===== config.mk =====
export PLATFORM = sky130hd
export DESIGN_NAME = adc_fifo_config_sequencer
export DESIGN_NICKNAME = d
export VERILOG_FILES = /design/src/rtl/adc_seq_pkg.sv /design/src/rtl/conv_link_if.sv /design/src/rtl/adc_fifo_config_sequencer.sv /design/src/rtl/conv_clock_divider.sv /design/src/rtl/conv_engine.sv
export VERILOG_INCLUDE_DIRS = /design/src /design/src/rtl
export SDC_FILE = /design/constraint.sdc
export NUM_CORES = 1
export LEC_CHECK = 0
export BUFFER_PORTS_ARGS = -buffer_cell sky130_fd_sc_hd__buf_4
export CAP_MARGIN = 10
export CORE_UTILIZATION = 55
export CTS_CLUSTER_SIZE = 16
export DETAILED_ROUTE_END_ITERATION = 8
export GPL_ROUTABILITY_DRIVEN = 0
export GPL_TIMING_DRIVEN = 0
export PLACE_DENSITY = 0.75
export SLEW_MARGIN = 10
export SYNTH_ARGS = -nofsm -noshare
export SYNTH_HDL_FRONTEND = slang
export SYNTH_HIERARCHICAL = 1
export SYNTH_SLANG_ARGS = --single-unit

===== constraint.sdc =====
create_clock -name aclk -period 4.3 [get_ports aclk]
set_input_delay 0.86 -clock aclk [delete_from_list [all_inputs] [get_ports aclk]]
set_output_delay 0.86 -clock aclk [all_outputs]
set_load 0.005 [all_outputs]

===== src/rtl/adc_seq_consts.svh =====
// Purpose: offsets, fields, resets and counts of the converter sequencer
// Assumes: 32-bit register words at aligned byte addresses
// Notes: included by its bare name
`ifndef ADC_SEQ_CONSTS_SVH
`define ADC_SEQ_CONSTS_SVH
`define OFF_CHANNEL_CONTROL 8'h00
`define OFF_TRIGGER_COMPARE 8'h04
`define OFF_CLOCK_SAMPLE 8'h08
`define OFF_QUEUE_CONFIG 8'h0C
`define OFF_RESULT 8'h10
`define OFF_RESULT_HIGH 8'h14
`define OFF_RESULT_LOW 8'h18
`define OFF_PIN_CONTROL 8'h1C
`define OFF_IRQ_STATUS 8'h20
`define OFF_IRQ_MASK 8'h24
// channel_control_word
`define CCW_CHAN_LSB 0
`define CCW_CONT_BIT 5
`define CCW_COMPLETE_INTERRUPT_ENABLE_BIT 6
`define CCW_CONVERSION_COMPLETE_FLAG_BIT 7
// trigger_compare_control
`define TCC_HWTRIG_BIT 6
// clock_sample_config
`define CSC_SRC_BIT 0
`define CSC_MODE_LSB 2
`define CSC_LSMP_BIT 4
`define CSC_DIV_LSB 5
`define CSC_LPC_BIT 7
// queue_config
`define QC_DEPTH_LSB 0
`define QC_COMPARE_AND_OR_SELECT_BIT 5
`define QC_SCAN_BIT 6
// resolution codes
`define RES_8 2'h0
`define RES_12 2'h1
`define RES_10 2'h2
`define FULL_12 12'hFFF
`define FULL_10 12'h3FF
`define FULL_8 12'h0FF
`define ZERO_CODE 12'h000
// sample window in half converter-clock periods (3.5 and 23.5 cycles)
`define SAMPLE_SHORT_HALVES 7'h07
`define SAMPLE_LONG_HALVES 7'h2F
`define RESET_BYTE 8'h00
`define RESET_PINS 16'h0000
`define RESP_OKAY 2'h0
`define RESP_SLVERR 2'h2
`endif


===== src/rtl/adc_seq_pkg.sv =====
// Purpose: types shared by the converter sequencer modules
// Assumes: constants come from adc_seq_consts.svh
// Notes: queue depth fixed at eight entries
`include "adc_seq_consts.svh"
package adc_seq_pkg;
  typedef enum logic [1:0] {CONV_IDLE, CONV_SAMPLE, CONV_CONVERT} conv_state_type;
  typedef struct packed {
    conv_state_type st;
    logic [6:0] cnt;
    logic [4:0] chan;
    logic long_smp;
    logic [1:0] mode;
    logic hi;
    logic lo;
    logic [11:0] code;
    logic done;
    logic [11:0] result;
  } core_state_type;
  typedef struct packed {
    logic [4:0] cnt;
    logic tick;
    logic clk;
  } div_state_type;
  typedef struct packed {
    logic aw_pend;
    logic [7:0] aw_addr;
    logic w_pend;
    logic [31:0] w_data;
    logic [3:0] w_strb;
    logic bvalid;
    logic [1:0] bresp;
    logic rvalid;
    logic [1:0] rresp;
    logic [31:0] rdata;
    logic [6:0] ccw;
    logic conversion_complete_flag;
    logic [7:0] tcc;
    logic [7:0] csc;
    logic [7:0] qc;
    logic [15:0] pins;
    logic irq_stat;
    logic irq_mask;
    logic [7:0][4:0] chq;
    logic [3:0] chq_cnt;
    logic [3:0] idx;
    logic [7:0][11:0] resq;
    logic [3:0] res_cnt;
    logic [2:0] res_rd;
    logic busy;
    logic inflight;
    logic start;
    logic abort;
  } seq_state_type;
endpackage : adc_seq_pkg


===== src/rtl/conv_link_if.sv =====
// Purpose: link between the sequencer and the conversion engine
// Assumes: single clock domain
// Notes: start and abort are one-cycle pulses
`timescale 1ns/1ps
`default_nettype none
interface conv_link_if;
  logic start;
  logic abort;
  logic [4:0] channel;
  logic long_sample;
  logic [1:0] res_mode;
  logic busy;
  logic done;
  logic [11:0] result;
  modport ctl(output start, abort, channel, long_sample, res_mode,
    input busy, done, result);
  modport core(input start, abort, channel, long_sample, res_mode,
    output busy, done, result);
endinterface : conv_link_if
`default_nettype wire


===== src/rtl/adc_fifo_config_sequencer.sv =====
// Purpose: register side and channel/result queues of the converter
// Assumes: AXI4-Lite master, at most one write and one read at a time
// Notes: converter clock runs at most at half the bus clock
`timescale 1ns/1ps
`default_nettype none
module adc_fifo_config_sequencer #(
  parameter int QUEUE_MAX = 8
) (
  // clock and reset
  input wire logic aclk,
  input wire logic aresetn,
  // axi4-lite write
  input wire logic [7:0] s_axi_awaddr,
  input wire logic s_axi_awvalid,
  output logic s_axi_awready,
  input wire logic [31:0] s_axi_wdata,
  input wire logic [3:0] s_axi_wstrb,
  input wire logic s_axi_wvalid,
  output logic s_axi_wready,
  output logic [1:0] s_axi_bresp,
  output logic s_axi_bvalid,
  input wire logic s_axi_bready,
  // axi4-lite read
  input wire logic [7:0] s_axi_araddr,
  input wire logic s_axi_arvalid,
  output logic s_axi_arready,
  output logic [31:0] s_axi_rdata,
  output logic [1:0] s_axi_rresp,
  output logic s_axi_rvalid,
  input wire logic s_axi_rready,
  // analog side
  input wire logic hw_trigger,
  input wire logic [11:0] ain_code,
  input wire logic ain_at_high,
  input wire logic ain_at_low,
  output logic [4:0] ain_select,
  output logic sample_active,
  output logic converter_clock,
  output logic [15:0] pin_digital_disable,
  // interrupt
  output logic irq
);
  import adc_seq_pkg::*;

  generate
    if (QUEUE_MAX != 8) begin : g_bad_depth
      $error("queue storage is built for exactly eight entries");
    end
  endgenerate

  seq_state_type s_r, s_nxt;
  conv_link_if u_link();
  logic half_tick;
  logic [3:0] depth;
  logic [3:0] eff_depth;
  logic queued;
  logic scan;
  logic [11:0] head;
  logic [31:0] wv;
  logic [31:0] rv;
  logic rd_ok;
  logic [4:0] start_chan;

  function automatic logic [31:0] merge(input logic [31:0] old, input logic [31:0] nw,
                                        input logic [3:0] strb);
    logic [31:0] m;
    m = old;
    for (int b = 0; b < 4; b++) begin
      if (strb[b]) begin
        m[b*8 +: 8] = nw[b*8 +: 8];
      end
    end
    return m;
  endfunction : merge

  assign depth = {1'b0, s_r.qc[`QC_DEPTH_LSB +: 3]};
  assign queued = (depth != 4'h0);
  assign eff_depth = queued ? depth : 4'h1;
  assign scan = queued && s_r.qc[`QC_SCAN_BIT];
  assign head = s_r.resq[s_r.res_rd];
  assign start_chan = scan ? s_r.chq[0] : s_r.chq[s_r.idx[2:0]];

  // read mux, shared by the read handshake
  always_comb begin
    rv = 32'h0000_0000;
    rd_ok = 1'b1;
    case (s_axi_araddr)
      `OFF_CHANNEL_CONTROL: rv = {24'h0, s_r.conversion_complete_flag, s_r.ccw[6:5], u_link.channel};
      `OFF_TRIGGER_COMPARE: rv = {24'h0, s_r.tcc};
      `OFF_CLOCK_SAMPLE: rv = {24'h0, s_r.csc};
      `OFF_QUEUE_CONFIG: rv = {24'h0, s_r.qc};
      `OFF_RESULT: rv = {16'h0, 4'h0, head};
      `OFF_RESULT_HIGH: rv = {24'h0, 4'h0, head[11:8]};
      `OFF_RESULT_LOW: rv = {24'h0, head[7:0]};
      `OFF_PIN_CONTROL: rv = {16'h0, s_r.pins};
      `OFF_IRQ_STATUS: rv = {31'h0, s_r.irq_stat};
      `OFF_IRQ_MASK: rv = {31'h0, s_r.irq_mask};
      default: rd_ok = 1'b0;
    endcase
  end

  always_comb begin
    s_nxt = s_r;
    s_nxt.start = 1'b0;
    s_nxt.abort = 1'b0;
    wv = merge(32'h0, s_r.w_data, s_r.w_strb);

    // write channel: address and data taken in either order
    if (s_axi_awvalid && s_axi_awready) begin
      s_nxt.aw_pend = 1'b1;
      s_nxt.aw_addr = s_axi_awaddr;
    end
    if (s_axi_wvalid && s_axi_wready) begin
      s_nxt.w_pend = 1'b1;
      s_nxt.w_data = s_axi_wdata;
      s_nxt.w_strb = s_axi_wstrb;
    end
    if (s_r.bvalid && s_axi_bready) begin
      s_nxt.bvalid = 1'b0;
    end

    // read channel; result pop and flag clear happen on the address handshake
    if (s_r.rvalid && s_axi_rready) begin
      s_nxt.rvalid = 1'b0;
    end
    if (s_axi_arvalid && s_axi_arready) begin
      s_nxt.rvalid = 1'b1;
      s_nxt.rdata = rv;
      s_nxt.rresp = rd_ok ? `RESP_OKAY : `RESP_SLVERR;
      if (s_axi_araddr == `OFF_RESULT) begin
        s_nxt.conversion_complete_flag = 1'b0;
        if (queued) begin
          s_nxt.res_rd = s_r.res_rd + 3'h1;
        end
      end
    end

    // conversion finished: store result, advance, flag at the end
    if (u_link.done && s_r.inflight) begin
      s_nxt.inflight = 1'b0;
      s_nxt.resq[s_r.res_cnt[2:0]] = u_link.result;
      s_nxt.res_cnt = s_r.res_cnt + 4'h1;
      s_nxt.idx = s_r.idx + 4'h1;
      if (s_r.idx + 4'h1 == eff_depth) begin
        s_nxt.conversion_complete_flag = 1'b1;
        s_nxt.irq_stat = s_r.irq_stat | s_r.ccw[`CCW_COMPLETE_INTERRUPT_ENABLE_BIT];
        s_nxt.idx = 4'h0;
        s_nxt.res_rd = 3'h0;
        if (s_r.ccw[`CCW_CONT_BIT]) begin
          s_nxt.res_cnt = 4'h0;
        end else begin
          s_nxt.busy = 1'b0;
        end
      end
    end

    // issue the next conversion; hardware trigger gates every one
    if (s_r.busy && !s_r.inflight && !u_link.busy && !s_r.start) begin
      if (!s_r.tcc[`TCC_HWTRIG_BIT] || hw_trigger) begin
        s_nxt.start = 1'b1;
        s_nxt.inflight = 1'b1;
      end
    end

    // register writes
    if (s_r.aw_pend && s_r.w_pend && !s_r.bvalid) begin
      s_nxt.aw_pend = 1'b0;
      s_nxt.w_pend = 1'b0;
      s_nxt.bvalid = 1'b1;
      s_nxt.bresp = `RESP_OKAY;
      case (s_r.aw_addr)
        `OFF_CHANNEL_CONTROL: begin
          if (s_r.w_strb[0]) begin
            s_nxt.ccw = wv[6:0];
            // a write while running or after a full fill restarts the queue
            if (s_r.busy || s_r.chq_cnt >= eff_depth) begin
              s_nxt.abort = s_r.inflight;
              s_nxt.inflight = 1'b0;
              s_nxt.start = 1'b0;
              s_nxt.busy = 1'b0;
              s_nxt.chq_cnt = 4'h1;
              s_nxt.chq[0] = wv[4:0];
            end else begin
              s_nxt.chq[s_r.chq_cnt[2:0]] = wv[4:0];
              s_nxt.chq_cnt = s_r.chq_cnt + 4'h1;
            end
            // conversions begin once the queue is filled, or on every such write in scan mode
            if (scan || s_nxt.chq_cnt == eff_depth) begin
              s_nxt.busy = 1'b1;
              s_nxt.idx = 4'h0;
              s_nxt.res_cnt = 4'h0;
              s_nxt.res_rd = 3'h0;
              s_nxt.conversion_complete_flag = 1'b0;
            end
          end
        end
        `OFF_TRIGGER_COMPARE: s_nxt.tcc = wv[7:0];
        `OFF_CLOCK_SAMPLE: s_nxt.csc = wv[7:0];
        `OFF_QUEUE_CONFIG: begin
          s_nxt.qc = wv[7:0];
          s_nxt.chq_cnt = 4'h0;
        end
        `OFF_PIN_CONTROL: s_nxt.pins = 16'(merge({16'h0, s_r.pins}, s_r.w_data,
                                             s_r.w_strb));
        `OFF_IRQ_STATUS: begin
          // set from a completion in this cycle wins over the clear
          if (wv[0] && !(u_link.done && s_r.inflight && s_r.idx + 4'h1 == eff_depth)) begin
            s_nxt.irq_stat = 1'b0;
          end
        end
        `OFF_IRQ_MASK: s_nxt.irq_mask = wv[0];
        default: s_nxt.bresp = `RESP_SLVERR;
      endcase
    end
  end

  always_ff @(posedge aclk) begin
    if (!aresetn) begin
      s_r <= '0;
    end else begin
      s_r <= s_nxt;
    end
  end

  // link to the engine
  assign u_link.start = s_r.start;
  assign u_link.abort = s_r.abort;
  assign u_link.channel = s_r.busy ? start_chan : s_r.ccw[4:0];
  assign u_link.long_sample = s_r.csc[`CSC_LSMP_BIT];
  assign u_link.res_mode = s_r.csc[`CSC_MODE_LSB +: 2];

  conv_clock_divider u_div (
    .aclk(aclk),
    .aresetn(aresetn),
    .src_half(s_r.csc[`CSC_SRC_BIT]),
    .div_code(s_r.csc[`CSC_DIV_LSB +: 2]),
    .half_tick(half_tick),
    .conv_clk(converter_clock)
  );

  conv_engine u_eng (
    .aclk(aclk),
    .aresetn(aresetn),
    .half_tick(half_tick),
    .link(u_link.core),
    .ain_code(ain_code),
    .ain_at_high(ain_at_high),
    .ain_at_low(ain_at_low),
    .ain_select(ain_select),
    .sample_active(sample_active)
  );

  // bus handshakes
  assign s_axi_awready = !s_r.aw_pend && !s_r.bvalid;
  assign s_axi_wready = !s_r.w_pend && !s_r.bvalid;
  assign s_axi_bvalid = s_r.bvalid;
  assign s_axi_bresp = s_r.bresp;
  assign s_axi_arready = !s_r.rvalid;
  assign s_axi_rvalid = s_r.rvalid;
  assign s_axi_rdata = s_r.rdata;
  assign s_axi_rresp = s_r.rresp;

  assign pin_digital_disable = s_r.pins;
  assign irq = s_r.irq_stat & s_r.irq_mask;
endmodule : adc_fifo_config_sequencer
`default_nettype wire


===== src/rtl/conv_clock_divider.sv =====
// Purpose: derives the converter clock from the bus clock
// Assumes: ratio and source change only while idle
// Notes: tick marks each half period of the converter clock
`timescale 1ns/1ps
`default_nettype none
module conv_clock_divider (
  // clock and reset
  input wire logic aclk,
  input wire logic aresetn,
  // configuration
  input wire logic src_half,
  input wire logic [1:0] div_code,
  // derived clock
  output logic half_tick,
  output logic conv_clk
);
  import adc_seq_pkg::*;
  div_state_type s_r, s_nxt;
  logic [4:0] half_len;

  // ratio 1,2,4,8; the slower source doubles it
  assign half_len = 5'((5'h01 << div_code) << src_half);

  always_comb begin
    s_nxt = s_r;
    s_nxt.tick = 1'b0;
    if (s_r.cnt >= half_len - 5'h01) begin
      s_nxt.cnt = 5'h00;
      s_nxt.tick = 1'b1;
      s_nxt.clk = ~s_r.clk;
    end else begin
      s_nxt.cnt = s_r.cnt + 5'h01;
    end
  end

  always_ff @(posedge aclk) begin
    if (!aresetn) begin
      s_r <= '0;
    end else begin
      s_r <= s_nxt;
    end
  end

  assign half_tick = s_r.tick;
  assign conv_clk = s_r.clk;
endmodule : conv_clock_divider
`default_nettype wire


===== src/rtl/conv_engine.sv =====
// Purpose: sample and approximation timing of one conversion
// Assumes: analog front end presents an ideal 12-bit code and limit flags
// Notes: abort returns to idle without a done pulse
`timescale 1ns/1ps
`default_nettype none
module conv_engine (
  // clock and reset
  input wire logic aclk,
  input wire logic aresetn,
  input wire logic half_tick,
  // sequencer link
  conv_link_if.core link,
  // analog front end
  input wire logic [11:0] ain_code,
  input wire logic ain_at_high,
  input wire logic ain_at_low,
  output logic [4:0] ain_select,
  output logic sample_active
);
  import adc_seq_pkg::*;
  core_state_type s_r, s_nxt;
  logic [6:0] samp_len;
  logic [6:0] conv_len;
  logic [11:0] full;
  logic [11:0] scaled;

  assign samp_len = s_r.long_smp ? `SAMPLE_LONG_HALVES : `SAMPLE_SHORT_HALVES;

  always_comb begin
    case (s_r.mode)
      `RES_12: begin
        full = `FULL_12;
        scaled = s_r.code;
        conv_len = 7'd24;
      end
      `RES_10: begin
        full = `FULL_10;
        scaled = {2'h0, s_r.code[11:2]};
        conv_len = 7'd20;
      end
      default: begin
        full = `FULL_8;
        scaled = {4'h0, s_r.code[11:4]};
        conv_len = 7'd16;
      end
    endcase
  end

  always_comb begin
    s_nxt = s_r;
    s_nxt.done = 1'b0;
    case (s_r.st)
      CONV_IDLE: begin
        if (link.start) begin
          s_nxt.st = CONV_SAMPLE;
          // armed until the next tick, so the window spans whole half periods
          s_nxt.cnt = 7'h7F;
          s_nxt.chan = link.channel;
          s_nxt.long_smp = link.long_sample;
          s_nxt.mode = link.res_mode;
        end
      end
      CONV_SAMPLE: begin
        if (half_tick) begin
          s_nxt.cnt = s_r.cnt + 7'h01;
          if (s_r.cnt == samp_len - 7'h01) begin
            s_nxt.st = CONV_CONVERT;
            s_nxt.cnt = 7'h00;
            s_nxt.code = ain_code;
            s_nxt.hi = ain_at_high;
            s_nxt.lo = ain_at_low;
          end
        end
      end
      CONV_CONVERT: begin
        if (half_tick) begin
          s_nxt.cnt = s_r.cnt + 7'h01;
          if (s_r.cnt == conv_len - 7'h01) begin
            s_nxt.st = CONV_IDLE;
            s_nxt.done = 1'b1;
            if (s_r.hi) begin
              s_nxt.result = full;
            end else if (s_r.lo) begin
              s_nxt.result = `ZERO_CODE;
            end else begin
              s_nxt.result = scaled;
            end
          end
        end
      end
      default: begin
        s_nxt.st = CONV_IDLE;
      end
    endcase
    if (link.abort) begin
      s_nxt.st = CONV_IDLE;
      s_nxt.done = 1'b0;
    end
  end

  always_ff @(posedge aclk) begin
    if (!aresetn) begin
      s_r <= '0;
    end else begin
      s_r <= s_nxt;
    end
  end

  assign link.busy = (s_r.st != CONV_IDLE);
  assign link.done = s_r.done;
  assign link.result = s_r.result;
  assign ain_select = s_r.chan;
  assign sample_active = (s_r.st == CONV_SAMPLE) && (s_r.cnt != 7'h7F);
endmodule : conv_engine
`default_nettype wire


Yosys cells after proc, flatten, opt, wreduce, memory -nomap -nowiden
Cells that the tools add are included.
{"block": "word_totals", "input_bits": 74, "ff_bits": 322, "output_inout_bits": 65, "elab_cells": 254}
{"block": "op_classes", "n_bitwise": 7, "n_mux": 81, "n_reduce_logical": 61, "n_eq_ne": 30, "shift": 2, "order_cmp": 8, "addsub": 9}
{"operator": "$pmux W16 S10", "n": 1}
{"operator": "$mux W109", "n": 1}
{"operator": "$bwmux W96", "n": 1}
{"operator": "$mux W91", "n": 1}
{"operator": "$mux W35", "n": 2}
{"operator": "$mux W8", "n": 8}
{"operator": "$mux W9", "n": 7}
{"operator": "$mux W12", "n": 4}
{"operator": "$mux W48", "n": 1}
{"operator": "$pmux W12 S2", "n": 2}
{"operator": "$bwmux W40", "n": 1}
{"operator": "$eq A8 B5 Y1 const B", "n": 5}
{"operator": "$mux W40", "n": 1}
{"operator": "$bmux W12 S3", "n": 1}
{"operator": "$demux W12 S3", "n": 1}
{"operator": "$mux W11", "n": 3}
{"operator": "$eq A8 B4 Y1 const B", "n": 4}
{"operator": "$eq A8 B6 Y1 const B", "n": 4}
{"operator": "$pmux W7 S3", "n": 1}
{"operator": "$mux W4", "n": 5}
{"operator": "$mux W5", "n": 4}
{"operator": "$logic_and A1 B1 Y1", "n": 19}
{"operator": "$reduce_and A3 Y1", "n": 6}
{"operator": "$mux W17", "n": 1}
{"operator": "48 further kinds", "n": 114}

Depth between registers and ports, before layout
Gate-level depths: netlist of the first run.
{"block": "logic_depth", "word_depth": 15, "mapped_depth": 11, "mapped_depth_nobuf": 10}

Cells and area by module
Netlist of the first run, hierarchy kept.
{"mod": "adc_fifo_config_sequencer", "seq_area_each_um2": 5044.8, "area_each_um2": 12071.6, "instances": 1, "cells_per_inst": 1342}
{"mod": "conv_engine", "seq_area_each_um2": 880.8, "area_each_um2": 2353.5, "instances": 1, "cells_per_inst": 258}
{"mod": "conv_clock_divider", "seq_area_each_um2": 140.1, "area_each_um2": 486.7, "instances": 1, "cells_per_inst": 55}

Worst setup path after synthesis of the first run
No wires, ideal clock.
{"block": "synth_path", "path_kind": "input to register", "from": "in s_axi_araddr[1]", "to": "reg s_r (netlist bit s_axi_rdata[0])", "setup_time_ns": 0.075, "path_stages": 6, "required_time_ns": 4.225, "setup_slack_ns": 1.878, "n_path_buf": 0, "arrival_ns": 2.348, "path_cell_list": "or4_1 nor3_1 nand2_1 nor4_2 a22oi_1 o21ai_0"}
{"block": "synth_via", "elab_chain_cells": 2, "word_cells_on_any_way": 11, "cone_classes": "9 x eq/ne; 1 x mux; 1 x reduce/logical"}
{"item": "start: declaration", "line_no": "adc_fifo_config_sequencer.sv:24", "text": "input wire logic [7:0] s_axi_araddr,"}
{"item": "$eq A8 B6 Y1, or another cell as far along", "line_no": "adc_fifo_config_sequencer.sv:87", "text": "case (s_axi_araddr)"}
{"item": "$pmux W16 S10 *", "line_no": "adc_fifo_config_sequencer.sv:87"}
{"item": "end signal: assignment", "line_no": "adc_fifo_config_sequencer.sv:221", "text": "s_r <= s_nxt;"}
{"item": "end: declaration", "line_no": "adc_fifo_config_sequencer.sv:51", "text": "seq_state_type s_r, s_nxt;"}
Mark *: on every way between the ends. The rest lies on a longest branch, timed or not.
A chain may end at the register's enable or synchronous reset.

Final worst setup path of the first run
{"block": "layout_path", "from": "reg s_r (netlist bit depth[1])", "to": "reg s_r[5] in the netlist's numbering"}
{"block": "layout_via", "elab_chain_cells": 14, "word_cells_on_any_way": 21, "cone_classes": "1 x order compare; 2 x eq/ne; 14 x mux; 4 x reduce/logical"}
{"item": "$reduce_bool A4 Y1", "line_no": "adc_fifo_config_sequencer.sv:77", "text": "assign queued = (depth != 4'h0);"}
{"item": "$mux W3", "line_no": "adc_fifo_config_sequencer.sv:78", "text": "assign eff_depth = queued ? depth : 4'h1;"}
{"item": "$ge A4 B3 Y1", "line_no": "adc_fifo_config_sequencer.sv:176", "text": "if (s_r.busy || s_r.chq_cnt >= eff_depth) begin"}
{"item": "$logic_or A1 B1 Y1", "line_no": "adc_fifo_config_sequencer.sv:176"}
{"item": "$mux W9", "line_no": "adc_fifo_config_sequencer.sv:176"}
{"item": "$mux W9", "line_no": "adc_fifo_config_sequencer.sv:173", "text": "if (s_r.w_strb[0]) begin"}
{"item": "$mux W9", "line_no": "adc_fifo_config_sequencer.sv:171", "text": "case (s_r.aw_addr)"}
{"item": "$mux W9", "line_no": "adc_fifo_config_sequencer.sv:166", "text": "if (s_r.aw_pend && s_r.w_pend && !s_r.bvalid) begin"}
{"item": "$eq A4 B3 Y1", "line_no": "adc_fifo_config_sequencer.sv:188", "text": "if (scan || s_nxt.chq_cnt == eff_depth) begin"}
{"item": "$logic_or A1 B1 Y1", "line_no": "adc_fifo_config_sequencer.sv:188"}
{"item": "$mux W8", "line_no": "adc_fifo_config_sequencer.sv:188"}
{"item": "$mux W11", "line_no": "adc_fifo_config_sequencer.sv:173"}
{"item": "$mux W11", "line_no": "adc_fifo_config_sequencer.sv:171"}
{"item": "$mux W11 *", "line_no": "adc_fifo_config_sequencer.sv:166"}
Mark *: on every way between the ends. The rest lies on a longest branch, timed or not. The select of a mux whose other input is x is not followed.

==> results of run 1 <==
## final timing paths
path | depth (start not counted) | endpoint | start | slack (ps)
max | 10 | s_r[5] | depth[1] | 1210
min | 1 | u_eng/s_r[43] | u_link.abort | 450
max reg2reg | 10 | s_r[5] | depth[1] | 1210
min reg2reg | 1 | u_eng/s_r[43] | u_link.abort | 450
## stage by stage
| stage | instance area, µm² | std cells | hold slack, ps | setup slack [ps] |
|---|---|---|---|---|
| 6_report | 17300 | 2167 | 450 | 1210 |
| 5_1_grt | 17300 | 2167 | 462 | 1080 |
| 4_1_cts | 17300 | 2167 | 451 | 1240 |
| 3_5_place_dp | 16200 | 2108 | 426 | 1180 |
| 3_3_place_gp | 16200 | 2108 | 424 | 1180 |
| 2_1_floorplan | 15000 | 1672 | 409 | 1880 |
## power by group
group / switching (W) / internal, W
logic: 0.000150 / 0.000113
clock network: 0.00116 / 0.00181
registers: 0.0000273 / 0.00283
total: 0.00134 / 0.00475
## Yosys cell counts, drive strengths merged, types with 5 or more instances
master | n | area [µm²]
nand4 | 11 | 118
nor3 | 23 | 143
and3 | 8 | 51.3
nand2b | 10 | 62.6
nor3b | 7 | 52.6
ha | 23 | 288
clkbuf | 85 | 342
o22ai | 9 | 56.3
dfxtp | 303 | 6070
o221a | 15 | 169
xor2 | 8 | 70.1
a211oi | 10 | 92.6
nor2 | 73 | 284
inv | 27 | 101
a21oi | 37 | 200
nand2 | 312 | 1170
a21boi | 105 | 788
nor2b | 73 | 457
mux4 | 34 | 766
mux2i | 84 | 841
o211ai | 7 | 52.6
a222oi | 8 | 80.1
a221oi | 10 | 87.6
buf | 98 | 718
xnor2 | 5 | 43.8
nand3 | 54 | 275
mux2 | 9 | 101
o21ai | 72 | 364
a22oi | 19 | 148
o31ai | 10 | 75.1
and2 | 41 | 257
## metal layers
layer  wire length, µm  track usage (%)  share of wire, %  vias to the layer above
met5                 0                0                 0                        -
met2             17900             45.7                45                      503
met4               930             8.33               2.3                        0
met1             17800             39.7                44                     5856
li1                  -                -                 -                     6000
met3              3450             5.32               8.6                       66
## cell type report
type                    instances  area [µm²]
multi-input cells            1157        7740
well taps                     335         419
repair buffers                101         758
plain buffers                 184        1070
flip-flops and latches        303        6070
inverters                      28         105
clock inverters                11         136
clock buffers                  48        1000
fillers                      2154        9060
## worst register-to-register path, stage by stage, from the launching register on
cell and delay [ps]:
dfxtp_1 390, clkbuf_1 430, o21bai_1 160, ha_1 300, nor3b_1 260, o21ai_1 290
o221a_2 330, o221ai_1 170, o211ai_1 230, buf_6 260, nor3_1 200
## cell families (layout without fill, tap and decap cells)
| logic type | Yosys count | count (layout) | share of synthesized area [%] |
|---|---|---|---|
| flops | 303 | 303 | 40.7 |
| buf+inv | 212 | 372 | 7.87 |
| other cells | 1 | 18 | 0.0251 |
| fa+ha+maj | 23 | 23 | 1.93 |
| mux | 127 | 127 | 11.5 |
| xor+xnor | 13 | 13 | 0.764 |
| simple gates | 643 | 643 | 21.2 |
| compound gates | 333 | 333 | 16.1 |
==> flow_metrics.tcl, run 1 <==
set metrics [dict create \
    status "finished, final reports clean" \
    fin_skew_ps 18.9 \
    drv_slew 0 \
    hold_viol_final 0 \
    cp.arrival_ps 3510 \
    ys_seq_area_share_pct 40.7 \
    path_clk_slew_ps 60 \
    drtIter0Drc 1053 \
    critPathMaxFanout 10 \
    die_area_um2 27800 \
    htreeDepth 2 \
    ant_nets 0 \
    fin_total_pwr_w 0.00609 \
    startpoint_type "flip-flop" \
    fin_crit_sh_pct 71.8 \
    drc 0 \
    crit_type "reg2reg" \
    mostFrequentLayoutCell "nand2_1" \
    worst_slew_pin_slew_ps 880 \
    drtPass1Iterations 8 \
    grt_pass1_vias 11900 \
    critPathMaxStageDelay_ps 430 \
    grt_overflow 0 \
    antenna_found_initial 0 \
    ys_types 95 \
    pin_count 139 \
    post_synth.cell_area_avg_um2 9.01 \
    crit_slowest_cell "clkbuf_1" \
    finish.utilization_pct 65.6 \
    grt_usage_pct 28.7 \
    slew_headroom_pct 41.3 \
    fin_crit_ps 3090 \
    drt-vias-per-instance 5.73 \
    postCtsHoldBufs 0 \
    die_height_um 167 \
    grt_pass1_wl_mm 63.5 \
    drv_cap 0 \
    row_count 59 \
    n_antenna_cell 0 \
    cp-end-kind "flip-flop" \
    netlist_area_um2 14900 \
    finalSetupViolCount 0 \
    final.setup.tns_ps 0 \
    irDropWorstVdd_uv 228 \
    coreArea_um2 26400 \
    total_leakage_power_nw 6.25 \
    hpwl_mm 29.2 \
    required_ps 4720 \
    cts_tree "done" \
    vias 12400 \
    async_flop_share_pct 0 \
    synth_edf_count 0 \
    rsz0062_at_grt "no" \
    cp_top_family "compound AO/OA/AOI/OAI gates" \
    die_w_um 167 \
    drive_gt1_share_pct 18.9 \
    yosys_warnings 6 \
    crit_chain "clkbuf_1 -> o21bai_1 -> ha_1 -> nor3b_1 -> o21ai_1 -> o221a_2 -> o221ai_1 -> o211ai_1 -> buf_6 -> nor3_1" \
    power_density_nw_per_um2 352 \
    grt_max_degree 15 \
    detail_route.wirelength_mm 40.1 \
    fmax_ghz 0.324 \
    cts_setup_buffers 0 \
    wl_per_cell_um 18.5 \
    start_util_pct 56.6 \
    mostFrequentLayoutCells "311 x nand2_1, 303 x dfxtp_1, 171 x buf_4, 104 x a21boi_0, 85 x clkbuf_1" \
    insertion_delay_ps 510 \
    cts_resized 0 \
    worst-path-buf-inv 2 \
    layout.nets 1906 \
    syn_inst 1655 \
    cts_root_buffer "clkbuf_16" \
    areaGrowthSynthToFinish_pct 16.0 \
    clock_path_buffers 3 \
    ys.flop_type "dfxtp_1" \
    cts.sinks 303 \
    port_buffers 101 \
    hp-class "reg2reg" \
    cts_buffers 34 \
    ys_ff_latch 303 \
]
(Power assumes the default switching activity.)
==> run 2: changes to the inputs <==
--- a/config.mk
+++ b/config.mk
@@ -8,12 +8,12 @@
 export LEC_CHECK = 0
 export BUFFER_PORTS_ARGS = -buffer_cell sky130_fd_sc_hd__buf_4
 export CAP_MARGIN = 10
-export CORE_UTILIZATION = 55
+export CORE_UTILIZATION = 54
 export CTS_CLUSTER_SIZE = 16
 export DETAILED_ROUTE_END_ITERATION = 8
 export GPL_ROUTABILITY_DRIVEN = 0
 export GPL_TIMING_DRIVEN = 0
-export PLACE_DENSITY = 0.75
+export PLACE_DENSITY = 0.76
 export SLEW_MARGIN = 10
 export SYNTH_ARGS = -nofsm -noshare
 export SYNTH_HDL_FRONTEND = slang
==> constraint.sdc (replaced) <==
create_clock -name aclk -period 2.75 [get_ports aclk]
set_input_delay 0.55 -clock aclk [delete_from_list [all_inputs] [get_ports aclk]]
set_output_delay 0.55 -clock aclk [all_outputs]
set_load 0.005 [all_outputs]
==> run 2 against run 1 <==
Compared with the run above:
- die area up 1.8%
- clock skew about the same
- power up 56%
- count of clock-buffer cells in the layout down 3
- via count up 1.9%
- register-to-register slack worse by 1100 ps
- wire length up 2.9%
- largest cell class unchanged
- sequential share of layout area about the same
- worst setup slack worse by 1100 ps
- flip-flop and latch count unchanged
- final cell count up 0.18%
- highest routed layer is now met5
==> flow_metrics.tcl, run 2 (synthesis results as in run 1) <==
set metrics [dict create \
    status "finished, final reports clean" \
    vias 12700 \
    die_height_um 168 \
    stdcell_count 2171 \
    required_ps 3190 \
    pwr-share-comb_pct 4.4 \
    hpwl_mm 29.9 \
    netSwitchingPower_w 0.00210 \
    rsz0062_at_grt "no" \
    crit_chain "o21bai_1 -> ha_1 -> nor3b_2 -> o21ai_2 -> o221a_2 -> o221ai_1 -> o211ai_1 -> buf_6 -> nor3_1" \
    cp-end-kind "flip-flop" \
    netSwitchingFraction_pct 22.1 \
    cp_top_family "compound AO/OA/AOI/OAI gates" \
    hp-class "in2reg" \
    drtIter0Drc 1365 \
    drv_cap 0 \
    fin_crit_ps 2630 \
    drtPass1Iterations 9 \
    antenna_found_initial 2 \
    clockPowerShare_pct 48.5 \
    hold_start "s_axi_arvalid" \
    cts_tree "done" \
    power_density_nw_per_um2 547 \
    path_clk_slew_ps 60 \
    detail_route.wirelength_mm 41.3 \
    worst_slew_pin_slew_ps 890 \
    worst-path-buf-inv 1 \
    finalSetupViolCount 0 \
    irDropWorstVdd_uv 409 \
    total_leakage_power_nw 6.26 \
    grt_max_degree 14 \
    slew_headroom_pct 40.7 \
    crit_type "reg2reg" \
    die_area_um2 28300 \
    coreArea_um2 27000 \
    crit_start "depth[0]" \
    fillers 2256 \
    grt_usage_pct 29.1 \
    drc 0 \
    hold_viol_final 0 \
    htreeDepth 2 \
    fin_total_pwr_w 0.00947 \
    dp.cells 2114 \
    cts.sinks 303 \
    port_buffers 101 \
    start_util_pct 55.2 \
    row_count 60 \
    grt_overflow 0 \
    fmax_ghz 0.380 \
    mostFrequentLayoutCell "nand2_1" \
    drt-vias-per-instance 5.83 \
    cts_root_buffer "clkbuf_16" \
    clock_path_buffers 3 \
    cp.arrival_ps 3070 \
    areaGrowthSynthToFinish_pct 16.1 \
    finish.utilization_pct 64.1 \
    cts_buffers 34 \
    worstReg2RegStart "depth[0]" \
    ant_nets 0 \
    fin_crit_sh_pct 95.7 \
    mostFrequentLayoutCells "311 x nand2_1, 303 x dfxtp_1, 172 x buf_4, 104 x a21boi_0, 84 x mux2i_1" \
    internal_power_w 0.00737 \
    drive_gt1_share_pct 19.0 \
    insertion_delay_ps 530 \
    pin_count 139 \
    drv_slew 0 \
    critPathMaxStageDelay_ps 540 \
    wl_per_cell_um 19.0 \
    layout.nets 1906 \
    critPathMaxFanout 10 \
    fin_skew_ps 19.0 \
    grt_pass1_vias 12100 \
    pwr-share-seq_pct 47.2 \
    crit_slowest_cell "dfxtp_1" \
    grt_pass1_wl_mm 64.6 \
    startpoint_type "flip-flop" \
    die_w_um 168 \
]
[run 2: repair_timing]
action / CTS / global route
setup endpoints to repair: 11 / 2
hold buffers: 0 / 0
buffers inserted: 0 / 1
gates resized for setup: 4 / 3
[run 2: stage by stage]
stage                     cell area (µm²)  setup slack [ps]  TNS, ps  hold slack (ps)
after global placement              16200              -263    -2120              433
final                               17300               118        0              267
after detailed placement            16200              -308    -2200              452
after global routing                17300              20.1        0              264
after floorplan                     15000               356        0              409
after CTS                           17300              73.5        0              258
[run 2: area by class of cell]
class                      count  area (µm²)  area share, %
inverter                      28         105          0.607
sequential                   303        6070           35.0
timing repair buffer         102         766           4.42
clock inverter                11         155          0.896
antenna                        1        2.50         0.0145
buffer                       183        1070           6.19
multi-input combinational   1157        7740           44.7
tap                          341         427           2.46
clock buffer                  45         973           5.62
[run 2: worst paths after layout]
| path | end | slack (ps) | depth (start not counted) |
|---|---|---|---|
| setup / recovery | s_r[4] | 120 | 9 |
| hold / removal | s_axi_rvalid | 270 | 2 |
| setup reg to reg | s_r[4] | 120 | 9 |
| hold reg to reg | flip-flop | 460 | 2 |
[run 2: worst register-to-register path: cells and delay by family, from the launching register on]
kind,cells,cell delay [ps]
compound gates,5,1100
fa+ha+maj,1,250
buf+inv,1,240
flops,1,540
simple gates,2,420
[run 2: power groups by stage]
stage	registers, W	clock network [W]	logic [W]
after floorplan	0.00455	0	0.000234
after global placement	0.00456	0	0.000401
after detailed placement	0.00456	0	0.000407
after CTS	0.00446	0.00464	0.000409
after global routing	0.00447	0.00481	0.000450
final	0.00447	0.00459	0.000414
[run 2: per-layer routing]
layer,up-vias,global-route usage (%),routed length (µm)
li1,5999,-,-
met1,5977,38.6,17800
met2,580,45.7,18400
met3,107,7.03,3670
met4,2,11.5,1420
met5,-,0,8
==> run 3: changes to the inputs <==
--- a/config.mk
+++ b/config.mk
@@ -6,6 +6,7 @@
 export SDC_FILE = /design/constraint.sdc
 export NUM_CORES = 1
 export LEC_CHECK = 0
+export ABC_AREA = 1
 export BUFFER_PORTS_ARGS = -buffer_cell sky130_fd_sc_hd__buf_4
 export CAP_MARGIN = 10
 export CORE_UTILIZATION = 54
@@ -13,7 +14,7 @@
 export DETAILED_ROUTE_END_ITERATION = 8
 export GPL_ROUTABILITY_DRIVEN = 0
 export GPL_TIMING_DRIVEN = 0
-export PLACE_DENSITY = 0.76
+export PLACE_DENSITY = 0.77
 export SLEW_MARGIN = 10
 export SYNTH_ARGS = -nofsm -noshare
 export SYNTH_HDL_FRONTEND = slang
==> run 3 against run 2 <==
Compared with the run above:
- largest power group is now registers
- first-iteration DRC count shrank 15%
- critical path depth grew 4
- maximum frequency grew 3.3%
- register-to-register slack gained 80 ps
- worst setup slack gained 84 ps
- sequential share of layout area grew 1.0 points
- count of clock-buffer cells in the layout shrank 2
- hold slack lost 26 ps
- utilization grew 0.19 points
- cell area shrank 2.7%
- area after synthesis shrank 2.5%
- clock power shrank 8.3%
- largest cell class unchanged
- the flow now finishes with violations (design-rule violations)
==> flow_metrics.tcl, run 3 <==
set metrics [dict create \
    status "finished, violations left" \
    violations "design-rule violations" \
    crit_slowest_cell "nor3_2" \
    grt_overflow 0 \
    synth_common_cells "379 x nor2_1, 303 x dfxtp_1, 281 x o21ai_0, 253 x nand2_1, 182 x a21oi_1" \
    die_height_um 166 \
    wl_per_cell_um 16.2 \
    fin_skew_ps 10.1 \
    grt_pass1_vias 13500 \
    synth_top_cell_by_area "dfxtp_1" \
    areaGrowthSynthToFinish_pct 15.8 \
    critPathMaxFanout 10 \
    hp-class "in2reg" \
    syn_inst 2062 \
    highest_layer "met4" \
    path_clk_slew_ps 60 \
    n_antenna_cell 0 \
    ant_nets 0 \
    drtIter0Drc 1157 \
    ys_ff_latch 303 \
    pwr-share-seq_pct 48.7 \
    grt_max_degree 15 \
    required_ps 3240 \
    cts_buffers 31 \
    synth_edf_count 0 \
    pre_cts_slack_ps -177 \
    ys_seq_area_share_pct 41.7 \
    wirelength_met1_mm 16.9 \
    cp.arrival_ps 3040 \
    finish.utilization_pct 64.2 \
    coreArea_um2 26200 \
    synth.top_cell.area_share_pct 41.7 \
    pwr-share-comb_pct 5.9 \
    startpoint_type "flip-flop" \
    drv_slew 0 \
    design_area_um2 16800 \
    cts.sinks 303 \
    worst_slew_pin_slew_ps 802 \
    detail_route.wirelength_mm 41.7 \
    grt_usage_pct 30.0 \
    drtPass1Iterations 8 \
    finalSetupViolCount 0 \
    async_flop_share_pct 0 \
    met3_length_mm 3.03 \
    netSwitchingFraction_pct 23.0 \
    netSwitchingPower_w 0.00213 \
    place_area_um2 15800 \
    synth.most_common_cell "nor2_1" \
    fin_ws_ps 202 \
    stdcell_count 2570 \
    drc 4 \
    cts_root_buffer "clkbuf_16" \
    yosys-top-cells-area "dfxtp_1 42%, nor2_1 9.8%, o21ai_0 9.7%" \
    die_w_um 166 \
    rsz0062_at_grt "yes" \
    ys.flop_type "dfxtp_1" \
    row_count 59 \
    wl_met2_mm 20.4 \
    mostFrequentLayoutCells "379 x nor2_1, 302 x dfxtp_1, 281 x o21ai_0, 251 x nand2_1, 182 x a21oi_1" \
    slew_headroom_pct 46.5 \
    start_util_pct 55.5 \
    layout.nets 2311 \
    post_synth.cell_area_avg_um2 7.05 \
    fin_crit_ps 2550 \
    vias 14200 \
    fillers 2364 \
    netlist_area_um2 14500 \
    irDropWorstVdd_uv 562 \
    crit_chain "inv_1 -> nand3_2 -> nand2_2 -> ha_1 -> inv_1 -> nand2_1 -> nand2_1 -> nand2_1 -> nand2_2 -> nand3_4 -> nor3_2 -> o21ai_0 -> a21oi_1" \
    critPathMaxStageDelay_ps 550 \
    die_area_um2 27600 \
    hpwl_mm 30.7 \
    cp-end-kind "flip-flop" \
    critPathMostFrequentCell "nand2_1" \
    fin_crit_sh_pct 92.7 \
    drive_gt1_share_pct 13.5 \
    antenna_found_initial 0 \
    total_leakage_power_nw 7.63 \
    insertion_delay_ps 560 \
    internal_power_w 0.00713 \
    final.setup.tns_ps 0 \
    hold_viol_final 0 \
    dp.cells 2516 \
    yosys_warnings 6 \
    ys_types 52 \
    cts_tree "done" \
    crit_type "reg2reg" \
    fmax_ghz 0.392 \
    mostFrequentLayoutCell "nor2_1" \
    clockPowerShare_pct 45.4 \
    port_buffers 102 \
    drv_cap 0 \
    drt-vias-per-instance 5.54 \
    grt_pass1_wl_mm 67.2 \
    power_density_nw_per_um2 550 \
    htreeDepth 1 \
    pin_count 139 \
    clock_path_buffers 3 \
]
## run 3: cell count changes in the layout (fill, tap and decap cells not counted), moves of 15 or more
cell	previous run	this run
o21ai_1	1	22
o21ai_0	69	281
nand3_1	53	117
a21oi_1	35	182
o221a_2	15	0
a21boi_0	104	3
nor2b_1	73	0
mux2i_1	84	0
mux4_2	34	0
nand2_1	311	251
and2_1	41	2
a22oi_1	18	0
nor2_1	69	379
inv_1	26	178
## run 3: path summary, 6_finish.rpt
path                                   start                      end  slack [ps]  cells past startpoint
worst min-delay path            s_axi_bready             s_axi_bvalid         240                      4
worst min register to register      s_r[257]  pin_digital_disable[10]         450                      2
worst max register to register      depth[1]                flip-flop         200                     13
worst max-delay path                depth[1]                flip-flop         200                     13
## run 3: layout make-up
class                           instances  area (µm²)  area share [%]
Timing Repair Buffer                  102         766            4.55
Inverter                              187         704            4.18
Tap cell                              335         419            2.49
Sequential cell                       303        6070            36.0
Clock buffer                           43         911            5.41
Buffer                                184        1020            6.07
Multi-Input combinational cell       1405        6840            40.6
Clock inverter                         11         111           0.661
## run 3: power groups by stage
stage / Clock (W) / Combinational [W] / Sequential (W)
floorplan: 0 / 0.000340 / 0.00459
global placement: 0 / 0.000525 / 0.00460
detailed placement: 0 / 0.000538 / 0.00460
CTS: 0.00424 / 0.000541 / 0.00451
global route: 0.00444 / 0.000606 / 0.00451
finish: 0.00421 / 0.000548 / 0.00451
## run 3: routing by layer
| layer | up-vias | global-route usage (%) |
|---|---|---|
| li1 | 6982 | - |
| met1 | 6535 | 37.2 |
| met2 | 579 | 52.8 |
| met3 | 134 | 4.17 |
| met4 | 0 | 11.3 |
| met5 | - | 0 |
## run 3: worst max-delay path, delay by kind of cell, from the launching register on
family	cells	cell delay (ps)
fa+ha+maj	1	290
flops	1	410
buf+inv	2	170
compound gates	2	320
simple gates	8	1280
## run 3: repair_timing
action,4_1_cts,5_1_grt
pin swaps,0,0
buffers inserted,0,0
endpoints found under the setup margin,25,31
gates resized for setup,3,6
hold buffers,0,0
## run 3: kinds of logic (layout without fill, tap and decap cells)
kind of cell | Yosys count | count (layout) | synth area share [%]
simple gates | 817 | 817 | 24.3
compound gates | 537 | 537 | 19.5
buf+inv | 371 | 527 | 11.9
flops | 303 | 303 | 41.7
fa+ha+maj | 23 | 23 | 1.98
xor+xnor | 10 | 10 | 0.602
other cells | 1 | 18 | 0.0258
## run 3: per-stage QoR
step                power, W  hold WS (ps)
global placement     0.00513           438
global route         0.00955           234
floorplan            0.00493           422
detailed placement   0.00514           443
finish               0.00926           241
CTS                  0.00928           231
